`src/logic/uss_consts.vh`:
```
// Constants for the serial unit: offsets, fields, resets, timing
`ifndef USS_CONSTS_VH
`define USS_CONSTS_VH
`define USS_A_MODE 12'h000
`define USS_A_ERR 12'h004
`define USS_A_TXST 12'h008
`define USS_A_RXBUF 12'h00c
`define USS_A_TXBUF 12'h010
`define USS_A_CLKSEL 12'h014
`define USS_A_BAUD 12'h018
`define USS_A_IRQST 12'h01c
`define USS_A_IRQCLR 12'h020
`define USS_A_IRQEN 12'h024
`define USS_F_POWER 7
`define USS_F_TXE 6
`define USS_F_RXE 5
`define USS_F_PARH 4
`define USS_F_PARL 3
`define USS_F_LEN8 2
`define USS_F_STOP2 1
`define USS_F_MERGE 0
`define USS_E_PAR 2
`define USS_E_FRM 1
`define USS_E_OVR 0
`define USS_I_RX 0
`define USS_I_ERR 1
`define USS_I_TX 2
`define USS_MODE_RST 8'h01
`define USS_BAUD_RST 8'h04
`define USS_PAR_NONE 2'b00
`define USS_PAR_ZERO 2'b01
`define USS_PAR_ODD 2'b10
`define USS_PAR_EVEN 2'b11
`define USS_EN_SYNC_STAGES 2
`endif

```
`src/logic/uss_top.v`:
```
// Serial unit top: APB registers, clocking, error and interrupt logic
`timescale 1ns/100ps
module uss_top (
  input wire clk_in,
  input wire rst_in,
  input wire psel_in,
  input wire penable_in,
  input wire pwrite_in,
  input wire [11:0] paddr_in,
  input wire [31:0] pwdata_in,
  output reg [31:0] prdata_out,
  output reg pready_out,
  output reg pslverr_out,
  input wire rxd_in,
  output reg txd_out,
  output reg irq_out
);
`include "uss_consts.vh"
  reg [7:0] mode_r;
  reg [3:0] psc_sel_r;
  reg [7:0] baud_r;
  reg [2:0] err_r;
  reg [7:0] rxbuf_r;
  reg rxfull_r;
  reg [2:0] irq_st_r;
  reg [2:0] irq_en_r;
  reg wait_r;
  reg [10:0] psc_r;
  reg tick_r;
  reg [1:0] txe_sync_r;
  reg [1:0] rxe_sync_r;
  reg rxd_m_r;
  reg rxd_s_r;
  wire tx_full;
  wire tx_busy;
  wire tx_txd;
  wire tx_done;
  wire rx_done;
  wire [7:0] rx_data;
  wire rx_pe;
  wire rx_fe;
  wire power = mode_r[`USS_F_POWER];
  wire acc = psel_in & penable_in;
  wire done = acc & pready_out;
  wire wr = done & pwrite_in;
  wire rd = done & ~pwrite_in;
  wire tx_wr = wr && paddr_in == `USS_A_TXBUF && txe_sync_r[1];
  wire [10:0] psc_top = (11'd1 << psc_sel_r) - 11'd1;
  wire err_clr = rd && paddr_in == `USS_A_ERR;
  wire drop = rxfull_r | (err_r[`USS_E_OVR] & ~err_clr);
  wire rx_err = rx_pe | rx_fe | drop;
  reg [2:0] irq_set;
  reg [31:0] rdata;
  reg mapped;

  function is_mapped;
    input [11:0] a;
    begin
      is_mapped = (a <= `USS_A_IRQEN) && (a[1:0] == 2'b00);
    end
  endfunction

  // Two-flop synchroniser on the line input
  always @(posedge clk_in) begin
    if (rst_in) begin
      rxd_m_r <= 1'b1;
      rxd_s_r <= 1'b1;
    end else begin
      rxd_m_r <= rxd_in;
      rxd_s_r <= rxd_m_r;
    end
  end

  // Base clock: one-cycle enable every 2^sel peripheral clocks, 2^11 for sel 11 to 15
  always @(posedge clk_in) begin
    if (rst_in || !power) begin
      psc_r <= 11'd0;
      tick_r <= 1'b0;
    end else if (psc_r >= psc_top) begin
      psc_r <= 11'd0;
      tick_r <= 1'b1;
    end else begin
      psc_r <= psc_r + 11'd1;
      tick_r <= 1'b0;
    end
  end

  // Enables pass two base clocks; a quick re-enable may miss reset
  always @(posedge clk_in) begin
    if (rst_in || !power) begin
      txe_sync_r <= 2'b00;
      rxe_sync_r <= 2'b00;
    end else if (tick_r) begin
      txe_sync_r <= {txe_sync_r[0], mode_r[`USS_F_TXE]};
      rxe_sync_r <= {rxe_sync_r[0], mode_r[`USS_F_RXE]};
    end
  end

  uss_tx u_tx (
    .clk_in(clk_in),
    .rst_in(rst_in),
    .en_in(txe_sync_r[1]),
    .tick_in(tick_r),
    .div_in(baud_r),
    .len8_in(mode_r[`USS_F_LEN8]),
    .stop2_in(mode_r[`USS_F_STOP2]),
    .par_in(mode_r[`USS_F_PARH:`USS_F_PARL]),
    .wr_in(tx_wr),
    .data_in(pwdata_in[7:0]),
    .full_out(tx_full),
    .busy_out(tx_busy),
    .txd_out(tx_txd),
    .done_out(tx_done)
  );

  uss_rx u_rx (
    .clk_in(clk_in),
    .rst_in(rst_in),
    .en_in(rxe_sync_r[1]),
    .tick_in(tick_r),
    .div_in(baud_r),
    .len8_in(mode_r[`USS_F_LEN8]),
    .par_in(mode_r[`USS_F_PARH:`USS_F_PARL]),
    .rxd_in(rxd_s_r),
    .done_out(rx_done),
    .data_out(rx_data),
    .pe_out(rx_pe),
    .fe_out(rx_fe)
  );

  // Line output straight from a flop; idle high while unpowered
  always @(posedge clk_in) begin
    if (rst_in)
      txd_out <= 1'b1;
    else
      txd_out <= txe_sync_r[1] ? tx_txd : 1'b1;
  end

  // APB handshake; error status read gets one extra wait state
  always @(posedge clk_in) begin
    if (rst_in) begin
      pready_out <= 1'b0;
      pslverr_out <= 1'b0;
      wait_r <= 1'b0;
    end else if (acc && !pready_out) begin
      if (!pwrite_in && paddr_in == `USS_A_ERR && !wait_r) begin
        wait_r <= 1'b1;
      end else begin
        wait_r <= 1'b0;
        pready_out <= 1'b1;
        pslverr_out <= ~mapped;
      end
    end else begin
      pready_out <= 1'b0;
      pslverr_out <= 1'b0;
    end
  end

  always @* begin
    rdata = 32'h0000_0000;
    mapped = is_mapped(paddr_in);
    if (paddr_in == `USS_A_MODE) begin
      rdata[7:0] = mode_r;
    end else if (paddr_in == `USS_A_ERR) begin
      rdata[2:0] = err_r;
    end else if (paddr_in == `USS_A_TXST) begin
      rdata[1:0] = {tx_full, tx_busy};
    end else if (paddr_in == `USS_A_RXBUF) begin
      rdata[7:0] = rxbuf_r;
    end else if (paddr_in == `USS_A_CLKSEL) begin
      rdata[3:0] = psc_sel_r;
    end else if (paddr_in == `USS_A_BAUD) begin
      rdata[7:0] = baud_r;
    end else if (paddr_in == `USS_A_IRQST) begin
      rdata[2:0] = irq_st_r;
    end else if (paddr_in == `USS_A_IRQEN) begin
      rdata[2:0] = irq_en_r;
    end
  end

  always @(posedge clk_in) begin
    if (rst_in)
      prdata_out <= 32'h0000_0000;
    else if (acc && !pready_out)
      prdata_out <= rdata;
  end

  // Control registers; ordering of writes is left to software
  always @(posedge clk_in) begin
    if (rst_in) begin
      mode_r <= `USS_MODE_RST;
      psc_sel_r <= 4'h0;
      baud_r <= `USS_BAUD_RST;
      irq_en_r <= 3'b000;
    end else if (wr) begin
      if (paddr_in == `USS_A_MODE)
        mode_r <= pwdata_in[7:0];
      else if (paddr_in == `USS_A_CLKSEL)
        psc_sel_r <= pwdata_in[3:0];
      else if (paddr_in == `USS_A_BAUD && pwdata_in[7:0] != 8'h00)
        baud_r <= pwdata_in[7:0];
      else if (paddr_in == `USS_A_IRQEN)
        irq_en_r <= pwdata_in[2:0];
    end
  end

  // Receive buffer and error flags; errors clear on status read
  always @(posedge clk_in) begin
    if (rst_in || !rxe_sync_r[1]) begin
      err_r <= 3'b000;
      rxbuf_r <= 8'h00;
      rxfull_r <= 1'b0;
    end else begin
      if (err_clr)
        err_r <= 3'b000;
      if (rd && paddr_in == `USS_A_RXBUF)
        rxfull_r <= 1'b0;
      if (rx_done) begin
        // A new error survives a same-cycle status read
        err_r[`USS_E_PAR] <= rx_pe | (err_r[`USS_E_PAR] & ~err_clr);
        err_r[`USS_E_FRM] <= rx_fe | (err_r[`USS_E_FRM] & ~err_clr);
        if (drop) begin
          err_r[`USS_E_OVR] <= 1'b1;
        end else begin
          rxbuf_r <= rx_data;
          rxfull_r <= 1'b1;
        end
      end
    end
  end

  // Merge select routes errors to the receive-done event
  always @* begin
    irq_set = 3'b000;
    irq_set[`USS_I_TX] = tx_done;
    if (rx_done && rx_err) begin
      if (mode_r[`USS_F_MERGE])
        irq_set[`USS_I_RX] = 1'b1;
      else
        irq_set[`USS_I_ERR] = 1'b1;
    end else begin
      irq_set[`USS_I_RX] = rx_done;
    end
  end

  // Set beats clear in the same cycle
  always @(posedge clk_in) begin
    if (rst_in) begin
      irq_st_r <= 3'b000;
      irq_out <= 1'b0;
    end else begin
      if (wr && paddr_in == `USS_A_IRQCLR)
        irq_st_r <= (irq_st_r & ~pwdata_in[2:0]) | irq_set;
      else
        irq_st_r <= irq_st_r | irq_set;
      irq_out <= |(irq_st_r & irq_en_r);
    end
  end
endmodule

```
`src/logic/uss_tx.v`:
```
// Transmitter: buffer register, shifter and status flags
`timescale 1ns/100ps
module uss_tx (
  input wire clk_in,
  input wire rst_in,
  input wire en_in,
  input wire tick_in,
  input wire [7:0] div_in,
  input wire len8_in,
  input wire stop2_in,
  input wire [1:0] par_in,
  input wire wr_in,
  input wire [7:0] data_in,
  output reg full_out,
  output reg busy_out,
  output reg txd_out,
  output reg done_out
);
`include "uss_consts.vh"
  reg [7:0] buf_r;
  reg [11:0] sh_r;
  reg [3:0] left_r;
  reg [8:0] bc_r;
  wire [8:0] per = {div_in, 1'b0};
  wire par_bit = (par_in == `USS_PAR_EVEN) ? ^buf_r :
    (par_in == `USS_PAR_ODD) ? ~^buf_r : 1'b0;
  wire has_par = (par_in != `USS_PAR_NONE);
  wire [3:0] nbits = 4'd2 + (len8_in ? 4'd8 : 4'd7) +
    {3'b000, has_par} + {3'b000, stop2_in};
  always @(posedge clk_in) begin
    done_out <= 1'b0;
    if (rst_in || !en_in) begin
      full_out <= 1'b0;
      busy_out <= 1'b0;
      txd_out <= 1'b1;
      left_r <= 4'd0;
      bc_r <= 9'd0;
      buf_r <= 8'h00;
      sh_r <= 12'hfff;
    end else begin
      if (wr_in) begin
        buf_r <= data_in;
        full_out <= 1'b1;
      end
      if (!busy_out && full_out && !wr_in) begin
        // Frame is built LSB first, padded with idle ones
        sh_r <= len8_in ? {2'b11, par_bit, buf_r, 1'b0} :
          {3'b111, par_bit, buf_r[6:0], 1'b0};
        if (!has_par && len8_in)
          sh_r[9] <= 1'b1;
        if (!has_par && !len8_in)
          sh_r[8] <= 1'b1;
        left_r <= nbits;
        full_out <= 1'b0;
        busy_out <= 1'b1;
        bc_r <= 9'd0;
      end else if (busy_out && tick_in) begin
        // Line moves only at a bit boundary, then holds a bit time
        if (bc_r == 9'd0) begin
          txd_out <= sh_r[0];
          sh_r <= {1'b1, sh_r[11:1]};
          left_r <= left_r - 4'd1;
        end
        if (bc_r == per - 9'd1) begin
          bc_r <= 9'd0;
          if (left_r == 4'd0) begin
            busy_out <= 1'b0;
            done_out <= 1'b1;
          end
        end else begin
          bc_r <= bc_r + 9'd1;
        end
      end
    end
  end
endmodule

```
`src/logic/uss_rx.v`:
```
// Receiver: start detect, sampling, parity and stop checks
`timescale 1ns/100ps
module uss_rx (
  input wire clk_in,
  input wire rst_in,
  input wire en_in,
  input wire tick_in,
  input wire [7:0] div_in,
  input wire len8_in,
  input wire [1:0] par_in,
  input wire rxd_in,
  output reg done_out,
  output reg [7:0] data_out,
  output reg pe_out,
  output reg fe_out
);
`include "uss_consts.vh"
  reg act_r;
  reg [8:0] bc_r;
  reg [3:0] idx_r;
  reg [8:0] sh_r;
  wire [8:0] per = {div_in, 1'b0};
  wire [8:0] mid = {1'b0, div_in} - 9'd1;
  wire has_par = (par_in != `USS_PAR_NONE);
  wire [3:0] last = (len8_in ? 4'd8 : 4'd7) + {3'b000, has_par};
  wire [7:0] dat = len8_in ? sh_r[7:0] : {1'b0, sh_r[6:0]};
  wire pbit = len8_in ? sh_r[8] : sh_r[7];
  always @(posedge clk_in) begin
    done_out <= 1'b0;
    if (rst_in || !en_in) begin
      act_r <= 1'b0;
      bc_r <= 9'd0;
      idx_r <= 4'd0;
      sh_r <= 9'd0;
      data_out <= 8'h00;
      pe_out <= 1'b0;
      fe_out <= 1'b0;
    end else if (tick_in) begin
      if (!act_r) begin
        bc_r <= 9'd0;
        idx_r <= 4'd0;
        if (!rxd_in)
          act_r <= 1'b1;
      end else begin
        if (bc_r == per - 9'd1)
          bc_r <= 9'd0;
        else
          bc_r <= bc_r + 9'd1;
        // Sample point apart from the wrap, so a two-tick bit still works
        if (bc_r == mid && idx_r == 4'd0 && rxd_in) begin
          act_r <= 1'b0; // Glitch, not a start bit
        end else if (bc_r == mid) begin
          idx_r <= idx_r + 4'd1;
          if (idx_r != 4'd0 && idx_r <= last)
            sh_r[idx_r - 4'd1] <= rxd_in;
          if (idx_r == last + 4'd1) begin
            // Only the first stop bit is looked at
            fe_out <= ~rxd_in;
            data_out <= dat;
            pe_out <= (par_in == `USS_PAR_ODD) ? ~(^dat ^ pbit) :
              (par_in == `USS_PAR_EVEN) ? (^dat ^ pbit) : 1'b0;
            done_out <= 1'b1;
            act_r <= 1'b0;
          end
        end
      end
    end
  end
endmodule

```
`config.mk`:
```
export PLATFORM = sky130hd
export DESIGN_NAME = uss_top
export DESIGN_NICKNAME = d
export VERILOG_FILES = /design/src/logic/uss_top.v /design/src/logic/uss_tx.v /design/src/logic/uss_rx.v
export VERILOG_INCLUDE_DIRS = /design/src /design/src/logic
export SDC_FILE = /design/constraint.sdc
export NUM_CORES = 1
export LEC_CHECK = 0
export BUFFER_PORTS_ARGS = -buffer_cell sky130_fd_sc_hd__buf_2
export CAP_MARGIN = 15
export CORE_UTILIZATION = 59
export DETAILED_ROUTE_END_ITERATION = 6
export PLACE_DENSITY_LB_ADDON = 0.2
export SKIP_CTS_REPAIR_TIMING = 1
export SYNTH_ARGS = -nofsm -noshare
export SYNTH_HDL_FRONTEND = slang
export SYNTH_SLANG_ARGS = --single-unit
```
`constraint.sdc`:
```
create_clock -name clk_in -period 3.6 [get_ports clk_in]
set_input_delay 0.36 -clock clk_in [delete_from_list [all_inputs] [get_ports clk_in]]
set_output_delay 0.36 -clock clk_in [all_outputs]
set_load 0.01 [all_outputs]
```
==> summary.md <==
| Metric | Value |
|---|---|
| Site row count | 41 |
| Port bufs | 37 |
| Area Overhead vs Synth | 8.310% |
| TritonCTS clock tree | done |
| F_max | 0.3279 GHz |
| Critical Path Fanout Max | 12 |
| Chip width | 117.9 um |
| Synth async-reset ratio | 0% |
| Final Cycle Share | 84.70% |
| Clock skew | 0.007934 ns |
| CP startpoint kind | flip-flop |
| Crit path kind | reg2reg |
| Status | completed |
| EDFF count, synth | 0 |
| Hold path cells | 2 |
| CTS H-Tree Depth | 4 |
| Max_cap viols | 0 |
| Most common cell after layout, fill and taps aside | dfxtp_1 |
| GRT Util Overall | 26.34% |
| Final setup TNS | 0 ns |
| Top_reg_cell synth | dfxtp_1 |
| First-pass GRT wire length | 29.61 mm |
| WP data arrival | 3.41 ns |
| Worst hold path class | in2reg |
| Clk sink count | 138 |
| Largest net degree at the start of global routing | 46 |
| Syn Std Cell Area | 0.007920 sq mm |
| 1st-pass router iterations | 5 |
| Ports | 86 |
| Sequential element share of the synthesized area | 34.88% |
| Final slew viol count | 0 |
| Synth Instances | 979 |
| Die area | 0.01389 sq mm |
| R2R cell count | 14 |
| Routed WL | 17.92 mm |
| Synth cell types | 72 |
| Synth warn | 0 |
| Antenna Nets Post-Route | 0 |
| Setup-failing EPs final | 0 |
| Crit. End Element | flip-flop |
| Hpwl dp | 12.75 mm |
| Post-route DRC violation count | 0 |
| Via Count | 6783 |
| Worst slew pin tran | 0.8065 ns |
| Syn avg cell area | 8.090 sq um |
| Seq cells post-synth | 138 |
| Critical Path RT | 3.96 ns |
| Initial core utilization | 61.51% |
| Clk_lat worst skew | 0.42 ns |
| Leak Pwr | 3.210 nW |
| CTS Buf Count | 17 |
| Clock transition at path regs | 0.06 ns |
| # fillers | 1100 |
| RePlAce Congestion | 0.9198 |
| ANT cells | 0 |
| Cell Pwr Density | 369.2 mW/mm^2 |
| Clock Tree Root | clkbuf_16 |
| Slew headroom | 46.23% |
| Die Ht | 117.9 um |
| Fin. Hold Viols | 0 |
| Core area | 0.01288 sq mm |
| Min Tclk post-route | 3.049 ns |
| Final nets | 1073 |
| Drt initial violations | 558 |
| Clock Tree Buf Depth | 2 |
| Most frequent cells in the layout | dfxtp_1, nand2_1, nor2_1, a21oi_1, nand3_1 |
| RSZ-0062 raised after global routing | false |
| Share of cells above drive strength 1 | 9.990% |
| Core Util, Final | 66.62% |
| Maximum VDD drop | 0.3949 mV |
| Initial antenna violation count | 0 |
| Vias in the first global route | 6088 |
| WL/cell | 15.27 um |
| Via density per instance | 5.783 |
| GR Overflow Total | 0 |
[cell families after synthesis]
kind of cell	count (synthesis)	synth area share, %
XOR/XNOR	72	8.152
flip-flops	138	34.88
AND/OR/NAND/NOR	405	25.48
AO/OA/AOI/OAI	185	14.28
multiplexers	40	5.229
adder cells (fa/ha/maj)	34	5.466
buffers and inverters	104	6.461
other	1	0.04735
[worst max-delay path, cell delays in order, from the launching register on]
cell	delay, ns
dfxtp_1	0.42
nor2_1	0.29
nand3_1	0.15
ha_1	0.32
or2_2	0.34
o21ai_0	0.15
a21oi_1	0.09
ha_1	0.29
nor2b_1	0.13
o21ai_0	0.15
nand2b_1	0.07
a21oi_1	0.18
o211ai_1	0.11
buf_4	0.18
nor2_1	0.10
[cell type report]
cell class	count	area [sq um]	area share, %
repair buffers	45	245.2	2.859
inverters	27	101.3	1.181
well taps	172	215.2	2.509
clock inverters	12	78.83	0.9189
clock buffers	19	442.9	5.163
flip-flops and latches	138	2763	32.21
multi-input cells	760	4732	55.16
[path summary, 6_finish.rpt]
path	start	end	slack, ns
worst max-delay path	psc_sel_r[2]$_SDFFE_PP0P_	psc_r[9]$_SDFF_PP0_	0.55
worst min-delay path	rxd_in	rxd_m_r$_SDFF_PP1_	0.12
worst max register to register	psc_sel_r[2]$_SDFFE_PP0P_	psc_r[9]$_SDFF_PP0_	0.55
worst min register to register	rxd_m_r$_SDFF_PP1_	rxd_s_r$_SDFF_PP1_	0.41
[stage by stage]
step                hold slack, ns  area, sq um  worst slack, ns  cells  power [W]
global route                0.1279         8578           0.2125   1173   0.003251
finish                      0.1231         8578           0.5507   1173   0.003167
floorplan                   0.3895         8006           0.7378   1002   0.001635
global placement            0.3946         8056           0.6237   1142   0.001651
CTS                         0.1109         8578           0.5619   1173   0.003183
detailed placement          0.3941         8056           0.5781   1142   0.001651
[report_power, final]
part	total, W	switching [W]	internal (W)
Clock	0.00155	0.000661	0.000887
Combinational	0.0000847	0.0000596	0.0000250
Sequential	0.00154	0.00000311	0.00153
Total	0.00317	0.000724	0.00244
[flip-flops by register name, summed over array words and instances, names as in the netlist, 8 cells and up]
register,flops
psc_r,11
u_tx.sh_r,10
u_rx.bc_r,9
u_rx.sh_r,9
u_tx.bc_r,9
baud_r,8
mode_r,8
prdata_out,8
rxbuf_r,8
u_rx.data_out,8
u_tx.buf_r,8
[synth_stat cells, drive strengths merged, types with 11 or more instances]
library cell / number / area, sq um
clkbuf: 41 / 153.9
nand2b: 16 / 100.1
o21ai: 41 / 205.2
buf: 36 / 256.5
nand4: 23 / 150.1
and3: 20 / 125.1
inv: 27 / 101.4
nand2: 114 / 427.9
a21oi: 69 / 349.1
xnor2: 39 / 341.6
mux2i: 38 / 380.4
ha: 33 / 412.9
xor2: 32 / 280.3
nor3: 13 / 92.59
nor4: 11 / 83.83
nor2: 103 / 386.6
dfxtp: 138 / 2763
nand3: 55 / 280.3
[per-layer routing]
| metal | global-route usage, % | wire length (um) | vias up |
|---|---|---|---|
| met2 | 41.51 | 8326 | 171 |
| li1 | - | - | 3400 |
| met4 | 9.856 | 304 | 0 |
| met5 | 0 | 0 | - |
| met1 | 35.69 | 8466 | 3188 |
| met3 | 4.942 | 818 | 24 |
(Power assumes the default switching activity.)
